File: src/include/ctl_io_pkg.sv
package ctl_io_pkg;

  // ************************************************************
  // Channel counts
  // ************************************************************
  localparam int N_IN  = 3;               // DSR, DCD, CTS
  localparam int N_OUT = 2;               // DTR, RTS
  localparam int IDX_DSR = 0;             // Input index of data-set-ready
  localparam int IDX_DCD = 1;             // Input index of carrier detect
  localparam int IDX_CTS = 2;             // Input index of clear-to-send
  localparam int IDX_DTR = 0;             // Output index of terminal-ready
  localparam int IDX_RTS = 1;             // Output index of request-to-send

  // ************************************************************
  // Setting encodings
  // ************************************************************
  typedef enum logic [1:0] {
    LATCH_NONE    = 2'h0,
    LATCH_RISE    = 2'h1,                 // Inactive-to-active
    LATCH_FALL    = 2'h2                  // Active-to-inactive
  } latch_mode_t;

  typedef enum logic [1:0] {
    TRIG_DISABLED = 2'h0,
    TRIG_INACTIVE = 2'h1,
    TRIG_ACTIVE   = 2'h2
  } trig_mode_t;

  typedef enum logic [1:0] {
    FS_NONE       = 2'h0,
    FS_ACTIVATE   = 2'h1,
    FS_DEACTIVATE = 2'h2
  } fs_action_t;

  // ************************************************************
  // Reset values and timer
  // ************************************************************
  localparam logic       INVERT_RST      = 1'b0;
  localparam logic       MANUAL_RST      = 1'b0;  // Auto clear after reset
  localparam logic       NOTIFY_EN_RST   = 1'b0;
  localparam logic       CH_EN_RST       = 1'b0;
  localparam logic       OUT_RST         = 1'b0;
  localparam int         FS_CNT_W        = 32;    // Failsafe interval counter width
  localparam logic [31:0] FS_INTERVAL_RST = 32'h0000_0000; // Reset value of the idle counter, not the interval

endpackage : ctl_io_pkg

File: src/core/in_channel.sv
`timescale 1ns/10ps
`default_nettype none

// One input channel: sampling, latch, inversion, alarm
module in_channel
  import ctl_io_pkg::*;
(
  // Clock and reset
  input  wire logic           i_core_clk,
  input  wire logic           i_rstn,
  // Line and control
  input  wire logic           i_line,
  input  wire logic           i_mode_en,
  input  wire logic           i_en,
  input  wire logic           i_invert,
  input  wire latch_mode_t    i_latch_mode,
  input  wire logic           i_latch_clr,
  input  wire trig_mode_t     i_trig,
  input  wire logic           i_manual,
  input  wire logic           i_alarm_clr,
  // Results
  output logic                o_status,
  output logic                o_latched,
  output logic                o_alarm,
  output logic                o_set_pulse,
  output logic                o_clr_pulse,
  output logic                o_activity
);

  // ************************************************************
  // Sampling
  // ************************************************************
  logic sample_r;                          // Last sampled line level
  logic prev_r;                            // Previous sample for edges
  logic live;                              // Sampling allowed
  logic rise;                              // Inactive-to-active edge
  logic fall;                              // Active-to-inactive edge
  logic alarm_nxt;                         // Next alarm state
  logic raise;                             // Trigger condition met
  logic drop;                              // Auto clear condition met

  assign live = i_mode_en & i_en;
  assign rise = live & sample_r & ~prev_r;
  assign fall = live & ~sample_r & prev_r;

  // Sample only while enabled; a disabled line freezes
  always_ff @(posedge i_core_clk or negedge i_rstn) begin
    if (!i_rstn) begin
      sample_r <= 1'b0;
      prev_r   <= 1'b0;
    end else if (live) begin
      sample_r <= i_line;
      prev_r   <= sample_r;
    end else begin
      prev_r   <= sample_r;                 // No false edge on re-enable
    end
  end

  // Reported status honours inversion
  always_ff @(posedge i_core_clk or negedge i_rstn) begin
    if (!i_rstn) begin
      o_status <= 1'b0;
    end else begin
      o_status <= sample_r ^ i_invert;
    end
  end

  // ************************************************************
  // Transition latch
  // ************************************************************
  // Capture beats clear in the same cycle
  always_ff @(posedge i_core_clk or negedge i_rstn) begin
    if (!i_rstn) begin
      o_latched <= 1'b0;
    end else if ((i_latch_mode == LATCH_RISE && rise) ||
                 (i_latch_mode == LATCH_FALL && fall)) begin
      o_latched <= 1'b1;
    end else if (i_latch_clr || i_latch_mode == LATCH_NONE) begin
      o_latched <= 1'b0;
    end
  end

  // ************************************************************
  // Alarm
  // ************************************************************
  // Edges are on the raw line; inversion affects only the status
  assign raise = (i_trig == TRIG_INACTIVE && fall) ||
                 (i_trig == TRIG_ACTIVE && rise);
  assign drop  = (i_trig == TRIG_INACTIVE && rise) ||
                 (i_trig == TRIG_ACTIVE && fall);

  always_comb begin
    alarm_nxt = o_alarm;
    if (i_trig == TRIG_DISABLED) begin
      alarm_nxt = 1'b0;
    end else if (raise) begin
      alarm_nxt = 1'b1;                     // Set wins over clear
    end else if (!i_manual && drop) begin
      alarm_nxt = 1'b0;
    end else if (i_manual && i_alarm_clr) begin
      alarm_nxt = 1'b0;
    end
  end

  // Alarm state and its set and clear events
  always_ff @(posedge i_core_clk or negedge i_rstn) begin
    if (!i_rstn) begin
      o_alarm     <= 1'b0;
      o_set_pulse <= 1'b0;
      o_clr_pulse <= 1'b0;
      o_activity  <= 1'b0;
    end else begin
      o_alarm     <= alarm_nxt;
      o_set_pulse <= alarm_nxt & ~o_alarm;
      o_clr_pulse <= ~alarm_nxt & o_alarm;
      o_activity  <= rise | fall;
    end
  end

endmodule : in_channel

`default_nettype wire

File: src/core/ctl_line_io.sv
`timescale 1ns/10ps
`default_nettype none

// How it works
// - Modem status lines in, control lines out
// - Each channel has its own enable
// - Inputs latch selected transition; default none
// - Inversion complements reported status; default off
// - Trigger disabled never raises alarms
// - Inactive trigger: active-to-inactive raises alarm
// - Active trigger: inactive-to-active raises alarm
// - Auto clear drops alarm on return
// - Manual clear holds alarm until cleared
// - Alarm set/clear notify per enabled path
// - Failsafe fires after idle interval elapses
// - Failsafe action: none, activate, deactivate
module ctl_line_io
  import ctl_io_pkg::*;
(
  // Clock and reset
  input  wire logic                      i_core_clk,
  input  wire logic                      i_rstn,
  // Mode and channel enables
  input  wire logic                      i_io_mode,
  input  wire logic [ctl_io_pkg::N_IN-1:0]  i_in_en,
  input  wire logic [ctl_io_pkg::N_OUT-1:0] i_out_en,
  // Input lines
  input  wire logic                      i_dsr,
  input  wire logic                      i_dcd,
  input  wire logic                      i_cts,
  // Input configuration, two bits per channel for modes
  input  wire logic [ctl_io_pkg::N_IN-1:0]   i_invert,
  input  wire logic [2*ctl_io_pkg::N_IN-1:0] i_latch_mode,
  input  wire logic [ctl_io_pkg::N_IN-1:0]   i_latch_clr,
  input  wire logic [2*ctl_io_pkg::N_IN-1:0] i_trig,
  input  wire logic [ctl_io_pkg::N_IN-1:0]   i_sel_auto,
  input  wire logic [ctl_io_pkg::N_IN-1:0]   i_sel_manual,
  input  wire logic [ctl_io_pkg::N_IN-1:0]   i_alarm_clr,
  input  wire logic [ctl_io_pkg::N_IN-1:0]   i_email_en,
  input  wire logic [ctl_io_pkg::N_IN-1:0]   i_syslog_en,
  input  wire logic [ctl_io_pkg::N_IN-1:0]   i_snmp_en,
  // Output control
  input  wire logic [ctl_io_pkg::N_OUT-1:0]   i_out_wr,
  input  wire logic [ctl_io_pkg::N_OUT-1:0]   i_out_val,
  input  wire logic [2*ctl_io_pkg::N_OUT-1:0] i_fs_action,
  input  wire logic [31:0]                    i_fs_interval,
  // Output lines
  output logic                           o_dtr,
  output logic                           o_dtr_oe,
  output logic                           o_rts,
  output logic                           o_rts_oe,
  // Status
  output logic [ctl_io_pkg::N_IN-1:0]    o_status,
  output logic [ctl_io_pkg::N_IN-1:0]    o_latched,
  output logic [ctl_io_pkg::N_IN-1:0]    o_alarm,
  output logic [ctl_io_pkg::N_IN-1:0]    o_manual,
  output logic                           o_fs_expired,
  // Notification events, one-cycle pulses
  output logic [ctl_io_pkg::N_IN-1:0]    o_email_evt,
  output logic [ctl_io_pkg::N_IN-1:0]    o_syslog_evt,
  output logic [ctl_io_pkg::N_IN-1:0]    o_snmp_evt,
  output logic [ctl_io_pkg::N_IN-1:0]    o_evt_raised
);

  // ************************************************************
  // Declarations
  // ************************************************************
  // Gathered lines and clear mode
  logic [N_IN-1:0]     line;               // Gathered input lines
  logic [N_IN-1:0]     manual_r;           // Manual clear selected
  // Per-channel results, one bit per input
  logic [N_IN-1:0]     st_w;               // Channel status
  logic [N_IN-1:0]     lat_w;              // Channel latch
  logic [N_IN-1:0]     alm_w;              // Channel alarm
  logic [N_IN-1:0]     set_w;              // Alarm raised pulse
  logic [N_IN-1:0]     clr_w;              // Alarm cleared pulse
  logic [N_IN-1:0]     act_w;              // Input transition seen
  // Output and failsafe state
  logic [N_OUT-1:0]    out_r;              // Output drive state
  logic [N_OUT-1:0]    oe;                 // Output enable per channel
  logic [FS_CNT_W-1:0] fs_cnt_r;           // Idle cycle counter
  logic                activity;           // Any I/O activity this cycle
  logic                fs_fire;            // Timer expiry pulse

  // Bit order follows the package input indices
  assign line = {i_cts, i_dcd, i_dsr};

  // ************************************************************
  // Clear mode selection
  // ************************************************************
  // One register holds the choice, so both can never be set
  // Auto beats manual in one cycle, so a confused host
  // falls back to the safer self-clearing mode
  // Each input keeps its own bit, independent of the others
  always_ff @(posedge i_core_clk or negedge i_rstn) begin
    if (!i_rstn) begin
      manual_r <= {N_IN{MANUAL_RST}};
    end else begin
      manual_r <= (manual_r | i_sel_manual) & ~i_sel_auto;
    end
  end

  // ************************************************************
  // Input channels
  // ************************************************************
  // One instance per status line, indexed DSR, DCD, CTS
  // Port mode gates every channel on top of its own enable
  // Mode fields are cast back to their enums at the pins
  genvar g;
  generate
    for (g = 0; g < N_IN; g++) begin : g_in
      in_channel u_in (
        .i_core_clk   (i_core_clk),
        .i_rstn       (i_rstn),
        .i_line       (line[g]),
        .i_mode_en    (i_io_mode),
        .i_en         (i_in_en[g]),
        .i_invert     (i_invert[g]),
        .i_latch_mode (latch_mode_t'(i_latch_mode[2*g +: 2])),
        .i_latch_clr  (i_latch_clr[g]),
        .i_trig       (trig_mode_t'(i_trig[2*g +: 2])),
        .i_manual     (manual_r[g]),
        .i_alarm_clr  (i_alarm_clr[g]),
        .o_status     (st_w[g]),
        .o_latched    (lat_w[g]),
        .o_alarm      (alm_w[g]),
        .o_set_pulse  (set_w[g]),
        .o_clr_pulse  (clr_w[g]),
        .o_activity   (act_w[g])
      );
    end
  endgenerate

  // Status registered once more so all outputs leave flops
  // Costs one cycle against the channel outputs
  // Manual mode is shown so the host knows which clear applies
  always_ff @(posedge i_core_clk or negedge i_rstn) begin
    if (!i_rstn) begin
      o_status  <= '0;
      o_latched <= '0;
      o_alarm   <= '0;
      o_manual  <= '0;
    end else begin
      o_status  <= st_w;
      o_latched <= lat_w;
      o_alarm   <= alm_w;
      o_manual  <= manual_r;
    end
  end

  // ************************************************************
  // Notification events
  // ************************************************************
  // Each path only sees events while its own enable is set
  // A cleared alarm notifies as well as a raised one
  // Gating after the event: a late enable replays nothing
  // The raised-only pulse lets a host tell the two apart
  always_ff @(posedge i_core_clk or negedge i_rstn) begin
    if (!i_rstn) begin
      o_email_evt  <= '0;
      o_syslog_evt <= '0;
      o_snmp_evt   <= '0;
      o_evt_raised <= '0;
    end else begin
      o_email_evt  <= (set_w | clr_w) & i_email_en;
      o_syslog_evt <= (set_w | clr_w) & i_syslog_en;
      o_snmp_evt   <= (set_w | clr_w) & i_snmp_en;
      o_evt_raised <= set_w;
    end
  end

  // ************************************************************
  // Failsafe timer
  // ************************************************************
  // Activity is an edge on a live input or an accepted write
  // A write to a disabled output is not activity
  // Fire sits one count early so expiry lands on the interval
  assign oe       = i_out_en & {N_OUT{i_io_mode}};
  assign activity = (|act_w) | (|(i_out_wr & oe));
  assign fs_fire  = (i_fs_interval != 32'h0000_0000) &&
                    (fs_cnt_r == i_fs_interval - 32'h0000_0001);

  // Counts idle cycles; a zero interval disables the timer
  // Parks at the interval after firing, so the action is
  // applied once until activity restarts the count
  always_ff @(posedge i_core_clk or negedge i_rstn) begin
    if (!i_rstn) begin
      fs_cnt_r <= FS_INTERVAL_RST;
    end else if (activity || i_fs_interval == 32'h0000_0000) begin
      fs_cnt_r <= '0;
    end else if (fs_cnt_r < i_fs_interval) begin
      fs_cnt_r <= fs_cnt_r + 32'h0000_0001;
    end
  end

  // Expiry flag stays until activity restarts the interval
  // Set beats activity in the same cycle, as for any flag
  always_ff @(posedge i_core_clk or negedge i_rstn) begin
    if (!i_rstn) begin
      o_fs_expired <= 1'b0;
    end else begin
      if (fs_fire) begin
        o_fs_expired <= 1'b1;
      end else if (activity) begin
        o_fs_expired <= 1'b0;
      end
    end
  end

  // ************************************************************
  // Output channels
  // ************************************************************
  // Write wins over failsafe; failsafe acts once per expiry
  // A disabled output keeps its stored level, undriven
  // Action none leaves the stored level as it is
  // Each output has its own enable and action field
  always_ff @(posedge i_core_clk or negedge i_rstn) begin
    if (!i_rstn) begin
      out_r <= {N_OUT{OUT_RST}};
    end else begin
      for (int k = 0; k < N_OUT; k++) begin
        if (i_out_wr[k] && oe[k]) begin
          out_r[k] <= i_out_val[k];
        end else if (fs_fire && oe[k]) begin
          case (fs_action_t'(i_fs_action[2*k +: 2]))
            FS_ACTIVATE:   out_r[k] <= 1'b1;
            FS_DEACTIVATE: out_r[k] <= 1'b0;
            default:       out_r[k] <= out_r[k];
          endcase
        end
      end
    end
  end

  // Pins driven only by enabled channels in I/O mode
  // Level forced low with the enable off, so a released
  // pin never shows stale data on the local side
  // Enables follow the gate a cycle late, in step with the level
  always_ff @(posedge i_core_clk or negedge i_rstn) begin
    if (!i_rstn) begin
      o_dtr    <= 1'b0;
      o_dtr_oe <= 1'b0;
      o_rts    <= 1'b0;
      o_rts_oe <= 1'b0;
    end else begin
      o_dtr    <= out_r[IDX_DTR] & oe[IDX_DTR];
      o_dtr_oe <= oe[IDX_DTR];
      o_rts    <= out_r[IDX_RTS] & oe[IDX_RTS];
      o_rts_oe <= oe[IDX_RTS];
    end
  end

endmodule : ctl_line_io

`default_nettype wire

File: config.mk
export PLATFORM = sky130hd
export DESIGN_NAME = ctl_line_io
export DESIGN_NICKNAME = d
export VERILOG_FILES = /design/src/include/ctl_io_pkg.sv /design/src/core/in_channel.sv /design/src/core/ctl_line_io.sv
export SDC_FILE = /design/constraint.sdc
export NUM_CORES = 1
export LEC_CHECK = 0
export BUFFER_PORTS_ARGS = -buffer_cell sky130_fd_sc_hd__buf_2
export CAP_MARGIN = 20
export CORE_ASPECT_RATIO = 0.75
export CORE_MARGIN = 2
export CORE_UTILIZATION = 51
export CTS_CLUSTER_DIAMETER = 150
export DETAILED_ROUTE_END_ITERATION = 12
export PLACE_DENSITY_LB_ADDON = 0.12
export SYNTH_ARGS = -nofsm -noshare
export SYNTH_HDL_FRONTEND = slang
export SYNTH_SLANG_ARGS = --single-unit
File: constraint.sdc
create_clock -name i_core_clk -period 2.78 [get_ports i_core_clk]
set_input_delay 0.278 -clock i_core_clk [delete_from_list [all_inputs] [get_ports i_core_clk]]
set_output_delay 0.278 -clock i_core_clk [all_outputs]
set_load 0.1 [all_outputs]
==> results.txt <==
Core area = 0.01170 mm2
Leak = 4.362 nW
Detail Route Antenna Nets = 0
Sw Share = 33.20%
Maxcap violations = 0
Number of flip-flops in the largest register = 32
CP max FO = 5
Hold_ws = -0.02605 ns
Area grow syn2layout = 41.22%
Sum of net half-perimeters after detailed placement = 14.58 mm
CTS buffer count = 9
Critical path class = reg2reg
Final core utilization = 74.28%
Vias/cell = 5.898
Reg clk slew, reported paths = 0.07 ns
Critical Path End Type = register
Antenna Cells = 0
Mapped Cells = 689
Max-slew headroom = 50.41%
Final setup margin = -0.1041 ns
Clock sinks = 90
Die area = 0.01297 mm2
Dpl cell area = 0.007766 mm2
Status = finished with violations
Clk pwr share = 35.2%
GRT Residual Overflow = 0
Fin area = 0.008690 mm2
Worst EP required = 3.01 ns
Initial Util = 52.60%
First-pass GRT wire length = 31.08 mm
Setup slack, reg-to-reg = -0.10 ns
I/O pin count = 116
Flop pwr share = 38.3%
Synth warn = 0
Failing checks = hold timing, setup timing
Avg Cell Area, Syn = 8.931 um2
Maximum clock frequency = 346.7 MHz
Slew @ Worst Pin = 0.7439 ns
Final worst path period share = 103.7%
Cell Area, Synth = 0.006153 mm2
Tmin final = 2.884 ns
Library cells used by synthesis = 62
Layout cell share with drive strength beyond 1 = 36.43%
CP Launch Type = register
H-tree depth = 3
Largest net degree at the start of global routing = 60
FF+latch area = 0.002256 mm2
Hold Fails Final Rpt = 10
TritonCTS clock tree = done
Skew final = 0.006731 ns
DRT Pass-1 Iters = 5
Vias = 6411
Most flops, register = fs_cnt_r
# port buffers = 115
Skew-Pair Late Insertion Delay = 0.34 ns
P_int = 2.544 mW
Reg-to-reg endpoint = fs_cnt_r[31]
Slowest CP cell = or4_4
Dominant synthesized flop cell = dfrtp_1
Die Wd = 130.8 um
Clk buf depth = 2
EDFF count, synth = 0
Seq cells post-synth = 90
R2R depth = 9
DRC Markers = 0
Initial DRC Count = 568
Max-slew violations = 0
Switch Pwr = 1.265 mW
DRT Wirelength = 19.85 mm
Register area share after synthesis = 36.60%
CTS root buf = clkbuf_16
Peak supply drop = 0.4477 mV
Worst r2r src = fs_cnt_r[31]
Unrepaired setup endpoints after global routing = yes
Die Y = 99.13 um
Initial antenna violation count = 0
Fin nets = 1044
Syn nets = 813
Hold Crit Class = in2async
Comb pwr share = 26.5%
Final Wtd Congestion = 0.9457
Worst EP arrival = 3.12 ns
Fill cell count = 835
PD cells = 438.4 mW/mm2
Area of the multi-input gates = 0.004026 mm2
Worst path max stage delay = 0.51 ns
Gr usage total = 31.05%
WL per Instance = 18.26 um
Number of global-route vias before repair = 6146
Setup-failing EPs final = 11
Fraction of registers with async set/reset = 100.0%
Cells along the critical path = ha_1 -> and3_4 -> nor4b_4 -> nor3b_4 -> a221o_1 -> a211o_4 -> buf_12 -> or4_4 -> mux2i_1
Cell row count = 34
==> worst max-delay path, delay by kind of cell, from the launching register on <==
kind	cells	cell delay, ns
muxes	1	0.13
and+or+nand+nor	4	1.00
DFF	1	0.40
buffers and inverters	1	0.15
AOI/OAI and AO/OA	2	0.78
adders and majority gates	1	0.31
==> worst max path at each step <==
stage,startpoint,slack (ns),to
after floorplan,i_fs_interval[2],-0.30,out_r[1]
after global placement,i_fs_interval[0],-0.50,out_r[1]
after detailed placement,i_fs_interval[0],-0.58,out_r[1]
after CTS,fs_cnt_r[25],-0.09,fs_cnt_r[31]
after global routing,fs_cnt_r[31],-0.16,fs_cnt_r[31]
final,fs_cnt_r[31],-0.10,fs_cnt_r[31]
==> cell usage in the layout, fill, tap and decap left out, types with 4 or more instances in the layout <==
cell type | Yosys | final
nor3_1 | 28 | 24
o22ai_1 | 5 | 4
nor4_4 | 2 | 4
buf_4 | 1 | 121
inv_1 | 43 | 43
nand3_1 | 28 | 27
nor4_1 | 11 | 7
or4_4 | 2 | 14
ha_4 | 0 | 6
and3_1 | 10 | 9
o21ai_0 | 17 | 15
or3_1 | 8 | 7
a31oi_1 | 4 | 4
or3b_2 | 4 | 4
mux2i_1 | 28 | 28
xor2_1 | 20 | 19
nand2_1 | 73 | 71
buf_12 | 0 | 6
or4_1 | 19 | 7
buf_2 | 3 | 111
and4_1 | 5 | 5
a21o_1 | 8 | 8
nor2b_1 | 17 | 17
nand4_1 | 24 | 24
xnor2_1 | 15 | 13
nand4b_1 | 8 | 8
ha_1 | 37 | 31
clkbuf_16 | 0 | 9
nand2b_1 | 29 | 29
a211oi_1 | 7 | 5
a21oi_1 | 20 | 17
nor2_1 | 36 | 36
buf_6 | 1 | 7
dfrtp_1 | 90 | 87
==> area by class of cell <==
cell class	count	area share, %
flip-flops and latches	90	25.96
inverters	43	1.857
multi-input cells	529	46.34
clock inverters	6	1.109
clock buffers	10	2.635
repair buffers	247	19.77
well taps	162	2.333
==> power by group through the flow <==
stage | combinational, mW | clock [mW] | sequential (mW)
after floorplan | 0.349 | 0 | 1.72
after global placement | 0.931 | 0 | 1.48
after detailed placement | 0.957 | 0 | 1.48
after CTS | 0.982 | 1.37 | 1.46
after global routing | 1.09 | 1.42 | 1.47
final | 1.01 | 1.34 | 1.46
==> cells in the mapped netlist (3+ instances only) <==
| cell type | count | share of area, % |
|---|---|---|
| xnor2_1 | 15 | 2.1 |
| a211oi_1 | 7 | 0.85 |
| and3_1 | 10 | 1.0 |
| inv_1 | 43 | 2.6 |
| buf_2 | 3 | 0.24 |
| nor3_1 | 28 | 2.3 |
| or3b_2 | 4 | 0.57 |
| nor2b_1 | 17 | 1.7 |
| o41ai_1 | 3 | 0.43 |
| o22ai_1 | 5 | 0.51 |
| a21oi_1 | 20 | 1.6 |
| xor2_1 | 20 | 2.8 |
| and2_1 | 3 | 0.31 |
| nand4_1 | 24 | 2.4 |
| a211o_1 | 3 | 0.43 |
| and4_1 | 5 | 0.71 |
| mux2_2 | 3 | 0.55 |
| nor3b_1 | 4 | 0.49 |
| ha_1 | 37 | 7.5 |
| o21ai_0 | 17 | 1.4 |
| a31oi_1 | 4 | 0.41 |
| nand3b_1 | 3 | 0.37 |
| nand2b_1 | 29 | 2.9 |
| nand3_1 | 28 | 2.3 |
| dfrtp_1 | 90 | 37 |
| nor4b_1 | 6 | 0.85 |
| o22a_1 | 3 | 0.43 |
| nor2_1 | 36 | 2.2 |
| o31ai_1 | 4 | 0.49 |
| or4_1 | 19 | 2.3 |
| a21o_1 | 8 | 0.98 |
| or3_1 | 8 | 0.81 |
| mux2i_1 | 28 | 4.6 |
| nor4_1 | 11 | 1.1 |
| nand4b_1 | 8 | 1.1 |
| o21a_1 | 3 | 0.37 |
| nand2_1 | 73 | 4.5 |
| a22o_1 | 3 | 0.43 |
| clkbuf_1 | 21 | 1.3 |
==> layer usage <==
metal / vias to the layer above / track usage (%) / part of all wire (%)
met1: 3105 / 45.91 / 45
met4: 0 / 6.956 / 1.4
met5: - / 0 / 0
li1: 2983 / - / -
met2: 287 / 47.28 / 45
met3: 36 / 6.347 / 8.6
==> logic make-up after synthesis <==
logic type                 share of synthesized area, %
xor gates and xnor gates                          4.982
DFF                                               36.60
buffers and inverters                             4.514
AOI/OAI and AO/OA                                 11.29
adders and majority gates                         7.523
and+or+nand+nor                                   29.99
muxes                                             5.104
==> through the flow <==
step	hold WS, ns	setup WS (ns)	power [mW]	setup TNS [ns]	cells
after floorplan	-0.01759	-0.3049	2.073	-0.3311	689
after global placement	0.3335	-0.5019	2.407	-9.657	1055
after detailed placement	0.3355	-0.5797	2.439	-11.62	1055
after CTS	0.01264	-0.08796	3.807	-0.4782	1083
after global routing	0.04623	-0.1578	3.983	-2.011	1087
final	-0.02605	-0.1041	3.809	-0.6631	1087
==> what timing repair did <==
item	4_1_cts	5_1_grt
setup buffers	10	4
gates resized for setup	43	32
hold buffers	0	0
pin swaps	19	14
setup endpoints to repair	34	34
gates cloned	2	0
(Power assumes the default switching activity.)
